<file path="src/include/pwm_pkg.sv">
package pwm_pkg;

  // Register byte addresses on the bus.
  localparam logic [7:0] ADDR_DUTY_A = 8'h00;
  localparam logic [7:0] ADDR_DUTY_B = 8'h04;
  localparam logic [7:0] ADDR_DUTY_C = 8'h08;
  localparam logic [7:0] ADDR_HALF_PERIOD = 8'h0C;
  localparam logic [7:0] ADDR_DEAD_TIME = 8'h10;
  localparam logic [7:0] ADDR_MIN_PULSE = 8'h14;
  localparam logic [7:0] ADDR_SYNC_WIDTH = 8'h18;
  localparam logic [7:0] ADDR_MODE_CTRL = 8'h1C;
  localparam logic [7:0] ADDR_STATUS = 8'h20;

  // Field widths, positions and reset values.
  localparam int unsigned DEAD_W = 10;
  localparam int unsigned SYNC_W = 8;
  localparam int unsigned MODE_DOUBLE_BIT = 6;
  localparam int unsigned STATUS_ARMED_BIT = 0;
  localparam int unsigned STATUS_RUN_BIT = 1;
  localparam int unsigned STATUS_HALF_BIT = 3;
  localparam logic [15:0] ZERO_16 = 16'h0000;
  localparam logic [15:0] ONE_16 = 16'h0001;
  localparam logic [7:0] SYNC_WIDTH_RESET = 8'h27;
  localparam logic [15:0] MODE_RESET = 16'h0000;

  // Indices of the written-once flags.
  localparam int unsigned WR_HALF = 0;
  localparam int unsigned WR_A = 1;
  localparam int unsigned WR_B = 2;
  localparam int unsigned WR_C = 3;

  // One complete set of timing values, latched together at a sync edge.
  typedef struct packed {
    logic [15:0] half;
    logic [DEAD_W-1:0] dead;
    logic [15:0] minw;
    logic [SYNC_W-1:0] sync_w;
    logic dbl;
  } timing_set_type;

  typedef enum logic [1:0] {
    ST_IDLE = 2'b00,
    ST_RUN = 2'b01
  } timer_state_type;

endpackage

</file>
<file path="src/hw/pwm_pair.sv">
`timescale 1ns/100ps
module pwm_pair
  import pwm_pkg::*;
(
  // Clock and reset.
  input wire logic clk_i,
  input wire logic rst_i,
  // Timer position and latched values.
  input wire logic enable_i,
  input wire logic second_half_i,
  input wire logic [15:0] count_i,
  input wire logic [15:0] duty_i,
  input wire timing_set_type set_i,
  // Active-low switch commands.
  output logic high_n_o,
  output logic low_n_o
);

  // Clamps a signed on-time into 0 .. half period.
  function automatic logic [15:0] clamp(input logic signed [17:0] raw, input logic [15:0] lim);
    if (raw < 18'sh00000) return ZERO_16;
    else if (raw > $signed({2'b00, lim})) return lim;
    else return raw[15:0];
  endfunction

  logic signed [17:0] hi_raw;
  logic signed [17:0] lo_raw;
  logic [15:0] hi_cl;
  logic [15:0] lo_cl;
  logic hi_short;
  logic lo_short;
  logic [15:0] hi_on;
  logic [15:0] lo_on;
  logic hi_act;
  logic lo_act;

  // Per-half on-times after dead time; each edge moves by the dead count.
  assign hi_raw = $signed({2'b00, duty_i}) - $signed({8'h00, set_i.dead});
  assign lo_raw = $signed({2'b00, set_i.half}) - $signed({2'b00, duty_i})
                  - $signed({8'h00, set_i.dead});
  assign hi_cl = clamp(hi_raw, set_i.half);
  assign lo_cl = clamp(lo_raw, set_i.half);

  // Short pulses are dropped and the partner held on for the whole half.
  assign hi_short = hi_cl < set_i.minw;
  assign lo_short = lo_cl < set_i.minw;
  assign hi_on = hi_short ? ZERO_16 : (lo_short ? set_i.half : hi_cl);
  assign lo_on = hi_short ? set_i.half : (lo_short ? ZERO_16 : lo_cl);

  // High side sits around the period midpoint, low side around its ends.
  assign hi_act = second_half_i ? (count_i < hi_on) : (count_i >= set_i.half - hi_on);
  assign lo_act = second_half_i ? (count_i >= set_i.half - lo_on) : (count_i < lo_on);

  // Outputs are registered so the gate drivers never see decode glitches.
  always_ff @(posedge clk_i) begin
    if (rst_i || !enable_i) begin
      high_n_o <= 1'b1;
      low_n_o <= 1'b1;
    end else begin
      high_n_o <= ~hi_act;
      low_n_o <= ~lo_act;
    end
  end
endmodule // pwm_pair

</file>
<file path="src/hw/pwm_timing_unit.sv">
`timescale 1ns/100ps
module pwm_timing_unit
  import pwm_pkg::*;
(
  // Clock and reset.
  input wire logic clk_i,
  input wire logic rst_i,
  // Wishbone slave.
  input wire logic [7:0] adr_i,
  input wire logic [31:0] dat_i,
  input wire logic [3:0] sel_i,
  input wire logic we_i,
  input wire logic cyc_i,
  input wire logic stb_i,
  output logic [31:0] dat_o,
  output logic ack_o,
  // Inverter gate commands, active low.
  output logic phase_a_high_out_n_o,
  output logic phase_a_low_out_n_o,
  output logic phase_b_high_out_n_o,
  output logic phase_b_low_out_n_o,
  output logic phase_c_high_out_n_o,
  output logic phase_c_low_out_n_o,
  // Update marker: each period start, and also each midpoint in double update.
  output logic cycle_sync_pulse_o
);

  // Merges the two low byte lanes of a write into a 16-bit register.
  function automatic logic [15:0] merge16(input logic [15:0] old, input logic [31:0] wd,
                                          input logic [3:0] sel);
    logic [15:0] res;
    res = old;
    if (sel[0]) res[7:0] = wd[7:0];
    if (sel[1]) res[15:8] = wd[15:8];
    return res;
  endfunction

  ////////////////////////////////////////////////////////////////////////////////
  // Bus handshake.

  logic ack_r;
  logic [31:0] dat_r;
  logic req_w;
  logic wr_fire;

  assign req_w = cyc_i && stb_i;
  // Writes land at the edge where ack is seen, matching the master's commit point.
  assign wr_fire = req_w && we_i && ack_r;
  assign ack_o = ack_r;
  assign dat_o = dat_r;

  // Ack rises one cycle after the request and drops the cycle after.
  always_ff @(posedge clk_i) begin
    if (rst_i) ack_r <= 1'b0;
    else ack_r <= req_w && !ack_r;
  end

  ////////////////////////////////////////////////////////////////////////////////
  // Software registers.

  logic [2:0][15:0] duty_r;
  logic [15:0] half_period_count_r;
  logic [DEAD_W-1:0] dead_time_count_r;
  logic [15:0] min_pulse_width_r;
  logic [SYNC_W-1:0] sync_pulse_width_r;
  logic [15:0] mode_control_reg_r;
  logic [3:0] written_r;
  logic wr_half;
  logic [15:0] half_nxt;
  logic [15:0] dead_nxt;
  logic double_w;
  logic [2:0] wr_duty;

  assign wr_half = wr_fire && (adr_i == ADDR_HALF_PERIOD);
  assign half_nxt = merge16(half_period_count_r, dat_i, sel_i);
  assign dead_nxt = merge16({6'h00, dead_time_count_r}, dat_i, sel_i);
  assign double_w = mode_control_reg_r[MODE_DOUBLE_BIT];
  assign wr_duty[0] = wr_fire && (adr_i == ADDR_DUTY_A);
  assign wr_duty[1] = wr_fire && (adr_i == ADDR_DUTY_B);
  assign wr_duty[2] = wr_fire && (adr_i == ADDR_DUTY_C);

  // Duty registers are identical per phase.
  genvar gi;
  generate
    for (gi = 0; gi < 3; gi++) begin : g_duty
      always_ff @(posedge clk_i) begin
        if (rst_i) duty_r[gi] <= ZERO_16;
        else if (wr_duty[gi]) duty_r[gi] <= merge16(duty_r[gi], dat_i, sel_i);
      end
    end
  endgenerate

  // Configuration registers and written-once tracking.
  always_ff @(posedge clk_i) begin
    if (rst_i) begin
      half_period_count_r <= ZERO_16;
      dead_time_count_r <= '0;
      min_pulse_width_r <= ZERO_16;
      sync_pulse_width_r <= SYNC_WIDTH_RESET;
      mode_control_reg_r <= MODE_RESET;
      written_r <= 4'h0;
    end else if (wr_fire) begin
      unique case (adr_i)
        ADDR_HALF_PERIOD: half_period_count_r <= half_nxt;
        ADDR_DEAD_TIME: dead_time_count_r <= dead_nxt[DEAD_W-1:0];
        ADDR_MIN_PULSE: min_pulse_width_r <= merge16(min_pulse_width_r, dat_i, sel_i);
        ADDR_SYNC_WIDTH: if (sel_i[0]) sync_pulse_width_r <= dat_i[SYNC_W-1:0];
        ADDR_MODE_CTRL: mode_control_reg_r <= merge16(mode_control_reg_r, dat_i, sel_i);
        default: ;
      endcase
      if (wr_half) written_r[WR_HALF] <= 1'b1;
      if (wr_duty[0]) written_r[WR_A] <= 1'b1;
      if (wr_duty[1]) written_r[WR_B] <= 1'b1;
      if (wr_duty[2]) written_r[WR_C] <= 1'b1;
    end
  end

  ////////////////////////////////////////////////////////////////////////////////
  // Main timer.

  timer_state_type state_r;
  timing_set_type act_r;
  timing_set_type shadow_w;
  logic [2:0][15:0] duty_act_r;
  logic [15:0] cnt_r;
  logic half_r;
  logic armed_w;
  logic outputs_on_w;
  logic terminal_w;
  logic sync_evt_w;

  assign shadow_w = '{half: half_period_count_r, dead: dead_time_count_r,
                      minw: min_pulse_width_r, sync_w: sync_pulse_width_r, dbl: double_w};
  assign armed_w = &written_r;
  assign outputs_on_w = armed_w && (state_r == ST_RUN);
  assign terminal_w = (act_r.half <= ONE_16) || (cnt_r >= act_r.half - ONE_16);
  // A new period always syncs; the midpoint syncs only in double update.
  assign sync_evt_w = (state_r == ST_RUN) && !wr_half && terminal_w
                      && (half_r || double_w);

  // Counter and half flag; a half-period write restarts the timer so that
  // the first sync falls 1.5 halves later in single, one half in double.
  always_ff @(posedge clk_i) begin
    if (rst_i) begin
      state_r <= ST_IDLE;
      cnt_r <= ZERO_16;
      half_r <= 1'b0;
    end else if (wr_half) begin
      state_r <= ST_RUN;
      cnt_r <= double_w ? ZERO_16 : {1'b0, half_nxt[15:1]};
      half_r <= double_w;
    end else begin
      unique case (state_r)
        ST_IDLE: cnt_r <= ZERO_16;
        ST_RUN: begin
          if (terminal_w) begin
            cnt_r <= ZERO_16;
            half_r <= ~half_r;
          end else begin
            cnt_r <= cnt_r + ONE_16;
          end
        end
        default: state_r <= ST_IDLE;
      endcase
    end
  end

  // Working copies; in single update the midpoint keeps the first half's
  // values, which is what makes the two halves mirror each other.
  always_ff @(posedge clk_i) begin
    if (rst_i) begin
      act_r <= '0;
      duty_act_r <= '0;
    end else if (wr_half) begin
      act_r <= shadow_w;
      act_r.half <= half_nxt;
    end else if (sync_evt_w) begin
      act_r <= shadow_w;
      duty_act_r <= duty_r;
    end
  end

  ////////////////////////////////////////////////////////////////////////////////
  // Sync pulse, sync width plus one clocks long.

  logic sync_r;
  logic [SYNC_W-1:0] sync_cnt_r;

  always_ff @(posedge clk_i) begin
    if (rst_i) begin
      sync_r <= 1'b0;
      sync_cnt_r <= '0;
    end else if (sync_evt_w) begin
      sync_r <= 1'b1;
      sync_cnt_r <= sync_pulse_width_r;
    end else if (sync_cnt_r != '0) begin
      sync_cnt_r <= sync_cnt_r - 8'h01;
    end else begin
      sync_r <= 1'b0;
    end
  end

  assign cycle_sync_pulse_o = sync_r;

  ////////////////////////////////////////////////////////////////////////////////
  // Output pairs.

  logic [2:0] high_n_w;
  logic [2:0] low_n_w;

  generate
    for (gi = 0; gi < 3; gi++) begin : g_pair
      pwm_pair u_pair (
        .clk_i(clk_i),
        .rst_i(rst_i),
        .enable_i(outputs_on_w),
        .second_half_i(half_r),
        .count_i(cnt_r),
        .duty_i(duty_act_r[gi]),
        .set_i(act_r),
        .high_n_o(high_n_w[gi]),
        .low_n_o(low_n_w[gi])
      );
    end
  endgenerate

  assign phase_a_high_out_n_o = high_n_w[0];
  assign phase_a_low_out_n_o = low_n_w[0];
  assign phase_b_high_out_n_o = high_n_w[1];
  assign phase_b_low_out_n_o = low_n_w[1];
  assign phase_c_high_out_n_o = high_n_w[2];
  assign phase_c_low_out_n_o = low_n_w[2];

  ////////////////////////////////////////////////////////////////////////////////
  // Read path; unmapped addresses read zero.

  logic [31:0] rd_mux;
  logic [31:0] status_w;

  assign status_w = {28'h0000000, half_r, 1'b0, state_r == ST_RUN, armed_w};
  assign rd_mux = (adr_i == ADDR_DUTY_A) ? {16'h0000, duty_r[0]} :
                  (adr_i == ADDR_DUTY_B) ? {16'h0000, duty_r[1]} :
                  (adr_i == ADDR_DUTY_C) ? {16'h0000, duty_r[2]} :
                  (adr_i == ADDR_HALF_PERIOD) ? {16'h0000, half_period_count_r} :
                  (adr_i == ADDR_DEAD_TIME) ? {22'h000000, dead_time_count_r} :
                  (adr_i == ADDR_MIN_PULSE) ? {16'h0000, min_pulse_width_r} :
                  (adr_i == ADDR_SYNC_WIDTH) ? {24'h000000, sync_pulse_width_r} :
                  (adr_i == ADDR_MODE_CTRL) ? {16'h0000, mode_control_reg_r} :
                  (adr_i == ADDR_STATUS) ? status_w : 32'h00000000;

  // Read data is captured when the request is taken and held through ack.
  always_ff @(posedge clk_i) begin
    if (rst_i) dat_r <= 32'h00000000;
    else if (req_w && !ack_r) dat_r <= rd_mux;
  end
endmodule // pwm_timing_unit

</file>
<file path="config.mk">
export PLATFORM = sky130hd
export DESIGN_NAME = pwm_timing_unit
export DESIGN_NICKNAME = d
export VERILOG_FILES = /design/src/include/pwm_pkg.sv /design/src/hw/pwm_pair.sv /design/src/hw/pwm_timing_unit.sv
export SDC_FILE = /design/constraint.sdc
export NUM_CORES = 2
export LEC_CHECK = 0
export ABC_CLOCK_PERIOD_IN_PS = 15360
export BUFFER_PORTS_ARGS = -buffer_cell sky130_fd_sc_hd__buf_4
export CAP_MARGIN = 0
export CORE_UTILIZATION = 47
export CTS_CLUSTER_DIAMETER = 60
export DETAILED_ROUTE_END_ITERATION = 8
export GPL_TIMING_DRIVEN = 0
export PLACE_DENSITY_LB_ADDON = 0.1
export SYNTH_ARGS = -nofsm -noshare
export SYNTH_HDL_FRONTEND = slang
export SYNTH_SLANG_ARGS = --single-unit
</file>
<file path="constraint.sdc">
create_clock -name clk_i -period 15.36 [get_ports clk_i]
set_clock_uncertainty 0.2 [all_clocks]
set_input_delay 1.536 -clock clk_i [delete_from_list [all_inputs] [get_ports clk_i]]
set_output_delay 1.536 -clock clk_i [all_outputs]
set_load 0.01 [all_outputs]
</file>
Word-level counts from Yosys, hierarchy flattened

Cells that the tools add are included.

Output and inout port bits: 40
Logic and storage cells: 209
Flip-flop bits (word level): 274

$add $sub $neg: 18
Bitwise logic cells: 8
Equality and inequality tests: 10
Magnitude comparators: 32
Multiplexer cells: 56
Reductions and logical operators: 48

Operator list:

| cell                                                            | number |
|---|---|
| 2-to-1 mux 16 bit                                               | 34 |
| less-than comparator 16 bit                                     | 12 |
| greater-or-equal comparator 16 bit                              | 7 |
| > comparator 18 x 17 -> 1 bit                                   | 6 |
| less-than comparator 18 x 1 -> 1 bit, second input constant     | 6 |
| 2-to-1 mux 51 bit                                               | 2 |
| subtractor 16 bit                                               | 6 |
| subtractor 18 x 11 -> 18 bit                                    | 3 |
| subtractor 16 x 10 -> 17 bit                                    | 3 |
| subtractor 16 x 16 -> 17 bit                                    | 3 |
| equality test 8 x 5 -> 1 bit, second input constant             | 4 |
| 2-to-1 mux 8 bit                                                | 4 |
| one-hot mux 16 bit (2 select lines)                             | 1 |
| AND reduction 2 bit                                             | 13 |
| AND reduction 3 bit                                             | 7 |
| adder 16 x 1 -> 16 bit, second input constant                   | 1 |
| equality test 8 x 4 -> 1 bit, second input constant             | 2 |
| less-or-equal comparator 16 x 1 -> 1 bit, second input constant | 1 |
| subtractor 16 x 1 -> 16 bit, second input constant              | 1 |
| 2-to-1 mux 15 bit                                               | 1 |
| 2-to-1 mux 1 bit                                                | 13 |
| logical AND 1 bit                                               | 12 |
| equality test 8 x 3 -> 1 bit, second input constant             | 1 |
| equality test 8 x 6 -> 1 bit, second input constant             | 1 |
| other kinds (14)                                                | 28 |

Longest topological paths before layout

Depth in word-level cells: 12
Gate-level depth with buffers: 72

By module

Synthesis repeated with hierarchy kept, for this count alone.

Cell total of the unflattened synthesis: 4599
Area total of the unflattened synthesis: 33936.3 sq um

Modules (own cells, without submodules):

| module                      | cells an instance | instances | area an instance (sq um) | seq. area each (sq um) |
|---|---|---|---|---|
| pwm_timing_unit             | 1432              | 1         | 11821.3                  | 5225.0 |
| pwm_pair (g_pair[2].u_pair) | 1096              | 1         | 7571.0                   | 40.0 |
| pwm_pair (g_pair[0].u_pair) | 1041              | 1         | 7313.3                   | 40.0 |
| pwm_pair (g_pair[1].u_pair) | 1030              | 1         | 7230.7                   | 40.0 |

Worst setup path before layout

Ideal clock, no wire load.

Kind: flip-flop to flip-flop
Start: register act_r[36] (netlist name)
End: register g_pair[2].u_pair.high_n_o
Slack: 3140 ps
Stages on the path, launching flop included: 61
Period minus slack after synthesis: 12220 ps
Data arrival time: 11956 ps
Library setup time: 64 ps
Buffers on the path: 7
Cells stage by stage: dfxtp_1 -> clkbuf_1 -> inv_1 -> clkbuf_1 -> fa_1 -> nand2b_1 -> a21o_1 -> a22oi_1 -> xor2_1 -> ha_1 -> and2_1 -> a22o_1 -> a311o_1 -> nor2_1 -> xnor2_1 -> inv_1 -> ha_1 -> nand4_1 -> [... 25 more ...] -> ha_1 -> a21o_1 -> a21o_1 -> a21o_1 -> a21o_1 -> a21o_1 -> a21o_1 -> a21o_1 -> a21o_1 -> a21o_1 -> a21o_1 -> a21o_1 -> a21o_1 -> a21oi_1 -> nor2b_1 -> o21ai_0 -> a22oi_1 -> nand4_1

Cells in the longest elaborated chain, start to end: 12

Ends and longest elaborated chain:

| what                               | line                   | source |
|---|---|---|
| start, declared                    | pwm_timing_unit.sv:122 | `timing_set_type act_r;` |
| start signal, assigned             | pwm_timing_unit.sv:175 | `act_r <= shadow_w;` |
| start signal, assigned             | pwm_timing_unit.sv:178 | `act_r <= shadow_w;` |
| subtractor 16 x 16 -> 17 bit       | pwm_pair.sv:39         | `assign lo_raw = $signed({2'b00, set_i.half}) - $signed({2'b00, duty_i})` |
| subtractor 18 x 11 -> 18 bit       | pwm_pair.sv:40         | `- $signed({8'h00, set_i.dead});` |
| > comparator 18 x 17 -> 1 bit      | pwm_pair.sv:22         | `else if (raw > $signed({2'b00, lim})) return lim;` |
| 2-to-1 mux 16 bit                  | pwm_pair.sv:22         |  |
| 2-to-1 mux 16 bit                  | pwm_pair.sv:21         | `if (raw < 18'sh00000) return ZERO_16;` |
| less-than comparator 16 bit        | pwm_pair.sv:46         | `assign lo_short = lo_cl < set_i.minw;` |
| 2-to-1 mux 16 bit (2 in series)    | pwm_pair.sv:47         | `assign hi_on = hi_short ? ZERO_16 : (lo_short ? set_i.half : hi_cl);` |
| subtractor 16 bit                  | pwm_pair.sv:51         | `assign hi_act = second_half_i ? (count_i < hi_on) : (count_i >= set_i.half - hi_on);` |
| greater-or-equal comparator 16 bit | pwm_pair.sv:51         |  |
| 2-to-1 mux 1 bit *                 | pwm_pair.sv:51         |  |
| inverter 1 bit *                   | pwm_pair.sv:60         | `high_n_o <= ~hi_act;` |
| end signal, assigned               | pwm_pair.sv:60         |  |
| end, declared                      | pwm_pair.sv:15         | `output logic high_n_o,` |

Every way passes the cells marked *; elsewhere a longest branch is shown, timed or not.
A chain may end at the register's enable or synchronous reset.

Final worst setup path

Start: register act_r[36] (netlist name)
End: register g_pair[1].u_pair.high_n_o

Cells in the longest elaborated chain, start to end: 12

Ends and longest elaborated chain:

| what                               | line |
|---|---|
| subtractor 16 x 16 -> 17 bit       | pwm_pair.sv:39 |
| subtractor 18 x 11 -> 18 bit       | pwm_pair.sv:40 |
| > comparator 18 x 17 -> 1 bit      | pwm_pair.sv:22 |
| 2-to-1 mux 16 bit                  | pwm_pair.sv:22 |
| 2-to-1 mux 16 bit                  | pwm_pair.sv:21 |
| less-than comparator 16 bit        | pwm_pair.sv:46 |
| 2-to-1 mux 16 bit (2 in series)    | pwm_pair.sv:47 |
| subtractor 16 bit                  | pwm_pair.sv:51 |
| greater-or-equal comparator 16 bit | pwm_pair.sv:51 |
| 2-to-1 mux 1 bit *                 | pwm_pair.sv:51 |
| inverter 1 bit *                   | pwm_pair.sv:60 |
| end signal, assigned               | pwm_pair.sv:60 |
| end, declared                      | pwm_pair.sv:15 |

Marked as above.

==> flow_metrics.tcl <==
set metrics [dict create \
    status "finished with violations" \
    violations "capacitance limit, slew limit" \
    p_seq_share_pct 38.4 \
    antenna_found_initial 0 \
    wl_met1_um 62350 \
    via_count 34220 \
    ys_ff_latch 258 \
    hp-class "reg -> reg" \
    p_leak_nw 15.11 \
    syn-cell-area_sq_um 32480 \
    ant_nets 0 \
    start_util_pct 47.45 \
    worstPathRequired_ns 15.57 \
    max_slew_margin_pct -0.5913 \
    clock_latency_ns 0.58 \
    hold_path_depth 2 \
    yosysWarningCount 0 \
    clock_sinks 258 \
    clk_pin_slew_worst_paths_ns 0.06 \
    critical_path_class "reg -> reg" \
    fin_area_sq_um 35170 \
    synth_top_area_share_pct 21.49 \
    cts_made_buffers 34 \
    synth_area_leaders "ha_1 (21%), dfxtp_1 (16%), a21oi_1 (7.3%), nor2_1 (6.4%), nand2_1 (5.8%)" \
    gp_congestion 1.007 \
    track_usage_pct 39.36 \
    die_width_um 264.9 \
    tritoncts "yes" \
    first_pass_iters 6 \
    drc 0 \
    cts_max_level 2 \
    grt_remaining_overflow 0 \
    initialDrtViolationCount 3788 \
    mostFrequentLayoutCells "ha_1 (558), nor2_1 (554), nand2_1 (501)" \
    switching_power_uw 555.0 \
    tns_ns 0 \
    finalHoldViolCount 0 \
    reg2reg_depth 64 \
    max_freq_mhz 68.50 \
    fillCellCount 6992 \
    slowest_delay_ns 0.67 \
    io_buffer_count 36 \
    final_common_cell "ha_1" \
    r2r_setup_slack_ns 0.76 \
    setup_viol 0 \
    whs_endpoint "mode_control_reg_r[5]" \
    worstPathMaxFanout 20 \
    root_buffer "clkbuf_16" \
    synthArstFlopShare_pct 0 \
    met3_length_um 11710 \
    arrival_ns 14.81 \
    routed_wl_um 142200 \
    drive_gt1_share_pct 5.193 \
    synth_flop_cell "dfxtp_1" \
    seq_area_sq_um 5172 \
    p_comb_share_pct 16.5 \
    syn_avg_cell_area_sq_um 7.310 \
    wire_per_inst_um 26.10 \
    cts_hold_buf 0 \
    placed_area_sq_um 33970 \
    synth_edf_count 0 \
    multi_input_area_sq_um 25630 \
    p_int_mw 1.248 \
    grt_start_max_net_pins 21 \
    timing.critical_path.mode_cell "a21oi_1" \
    std_cell_rows 96 \
    p_per_area_nw_per_um2 51.26 \
    routed.top_layer "met4" \
    dieArea_sq_um 70170 \
    clk_path_buf_depth 3 \
    synth_area_leader_cell "ha_1" \
    reg2reg_to "g_pair[1].u_pair.high_n_o" \
    synthCells 4444 \
    fin_crit_ns 14.60 \
    core-area_sq_um 68470 \
    worst_slew_pin_slew_ns 1.509 \
    ios 89 \
    slowest_stage "a211oi_1" \
    hp-start "mode_control_reg_r[5]" \
    grt_pass1_wl_um 205400 \
    peakVddDrop_mv 0.1010 \
    seq_area_frac_synth_pct 15.90 \
    yosysUniqueCellTypes 122 \
    slew_violations 16 \
    swShare_pct 30.78 \
    end_kind "flip-flop" \
    met2_length_um 59480 \
    p_clk_share_pct 45.1 \
    final_nets 5157 \
    viasPerCell 6.280 \
    worst_r2r_startpoint "act_r[36]" \
    period_share_pct 95.05 \
    hpwl_um 111300 \
    start_kind "flip-flop" \
    maxCapViolCount 2 \
    die_h_um 264.9 \
    grt_pass1_vias 30930 \
    areaGrowthSynthToFinish_pct 8.273 \
]
per-stage QoR:
stage / setup slack (ns) / util, % / total power [mW] / std cells / hold WS, ns
6_report: 0.7609 / 51.37 / 1.803 / 5449 / 0.2558
5_1_grt: -0.002691 / 51.36 / 1.861 / 5446 / 0.2757
4_1_cts: 0.1515 / 51.26 / 1.799 / 5442 / 0.2541
3_5_place_dp: -0.6617 / 49.61 / 0.9968 / 5380 / 0.2461
3_3_place_gp: -1.049 / 49.54 / 0.9975 / 5377 / 0.2391
2_1_floorplan: 3.140 / - / 0.9194 / 4459 / 0.2315
cell families after synthesis:
logic type,synth area share (%)
flops,15.90
xor+xnor,5.866
mux,1.752
fa+ha+maj,22.49
other cells,0.01154
simple gates,21.04
compound gates,27.46
buf+inv,5.481
cells in the mapped netlist (22+ instances only):
| cell type | n |
|---|---|
| ha_1 | 558 |
| inv_1 | 221 |
| mux2i_1 | 40 |
| and3_1 | 25 |
| nor4_1 | 30 |
| nand2b_1 | 54 |
| a21o_1 | 215 |
| nor3_1 | 61 |
| o21ai_0 | 191 |
| nand3_1 | 87 |
| clkbuf_1 | 169 |
| a31oi_1 | 43 |
| dfxtp_1 | 258 |
| a211oi_1 | 51 |
| nor2b_1 | 48 |
| nand2_1 | 501 |
| a21oi_1 | 471 |
| o21a_1 | 44 |
| xnor2_1 | 156 |
| xor2_1 | 59 |
| a22oi_1 | 45 |
| o21bai_1 | 23 |
| o21ai_1 | 23 |
| nand4_1 | 62 |
| buf_1 | 22 |
| nor2_1 | 554 |
power by group through the flow:
| stage | Sequential, mW | Clock, mW | Combinational (mW) |
|---|---|---|---|
| after global routing | 0.693 | 0.843 | 0.325 |
| after global placement | 0.707 | 0 | 0.290 |
| after detailed placement | 0.707 | 0 | 0.290 |
| final | 0.692 | 0.813 | 0.298 |
| after CTS | 0.692 | 0.815 | 0.292 |
| after floorplan | 0.705 | 0 | 0.214 |
worst max-delay path, delay by kind of cell (launching register included):
family	cells	cell delay, ns
AOI/OAI and AO/OA	34	6.73
buffers and inverters	9	2.37
adders and majority gates	6	2.07
and+or+nand+nor	12	1.71
xor gates and xnor gates	3	0.72
DFF	1	0.58
layout make-up:
cell class	instances	area share (%)
Multi-Input combinational cell	3749	72.87
Sequential cell	258	14.71
Tap cell	882	3.138
Buffer	222	2.650
Clock buffer	47	2.643
Inverter	230	2.465
Timing Repair Buffer	43	0.9712
Clock inverter	15	0.5372
Antenna cell	3	0.02134
how the worst max path moves through the flow:
stage                                      endpoint       from
after floorplan           g_pair[2].u_pair.high_n_o  act_r[36]
after global placement    g_pair[2].u_pair.high_n_o  act_r[36]
after detailed placement  g_pair[1].u_pair.high_n_o  act_r[36]
after CTS                 g_pair[2].u_pair.high_n_o  act_r[35]
after global routing      g_pair[1].u_pair.high_n_o  act_r[36]
final                     g_pair[1].u_pair.high_n_o  act_r[36]
metal layers:
layer | vias to the layer above | track usage (%)
met5 | - | 0
met4 | 0 | 19.97
met3 | 329 | 4.310
met2 | 1633 | 60.41
met1 | 16080 | 54.31
li1 | 16180 | -
state kept, by name, indices dropped and copies added (netlist names), 3 cells and up:
register                count
act_r                      42
dead_time_count_r          10
g_pair.u_pair.low_n_o       3
min_pulse_width_r          16
sync_cnt_r                  8
g_pair.u_pair.high_n_o      3
duty_r                     48
half_period_count_r        16
written_r                   4
sync_pulse_width_r          8
mode_control_reg_r         16
cnt_r                      16
dat_o                      16
duty_act_r                 48
timing repair:
action | CTS | global route
endpoints found under the setup margin | 6 | 6
gates resized for setup | 4 | 21
setup buffers | 0 | 4
No activity file was read; power rests on OpenSTA's default activity.
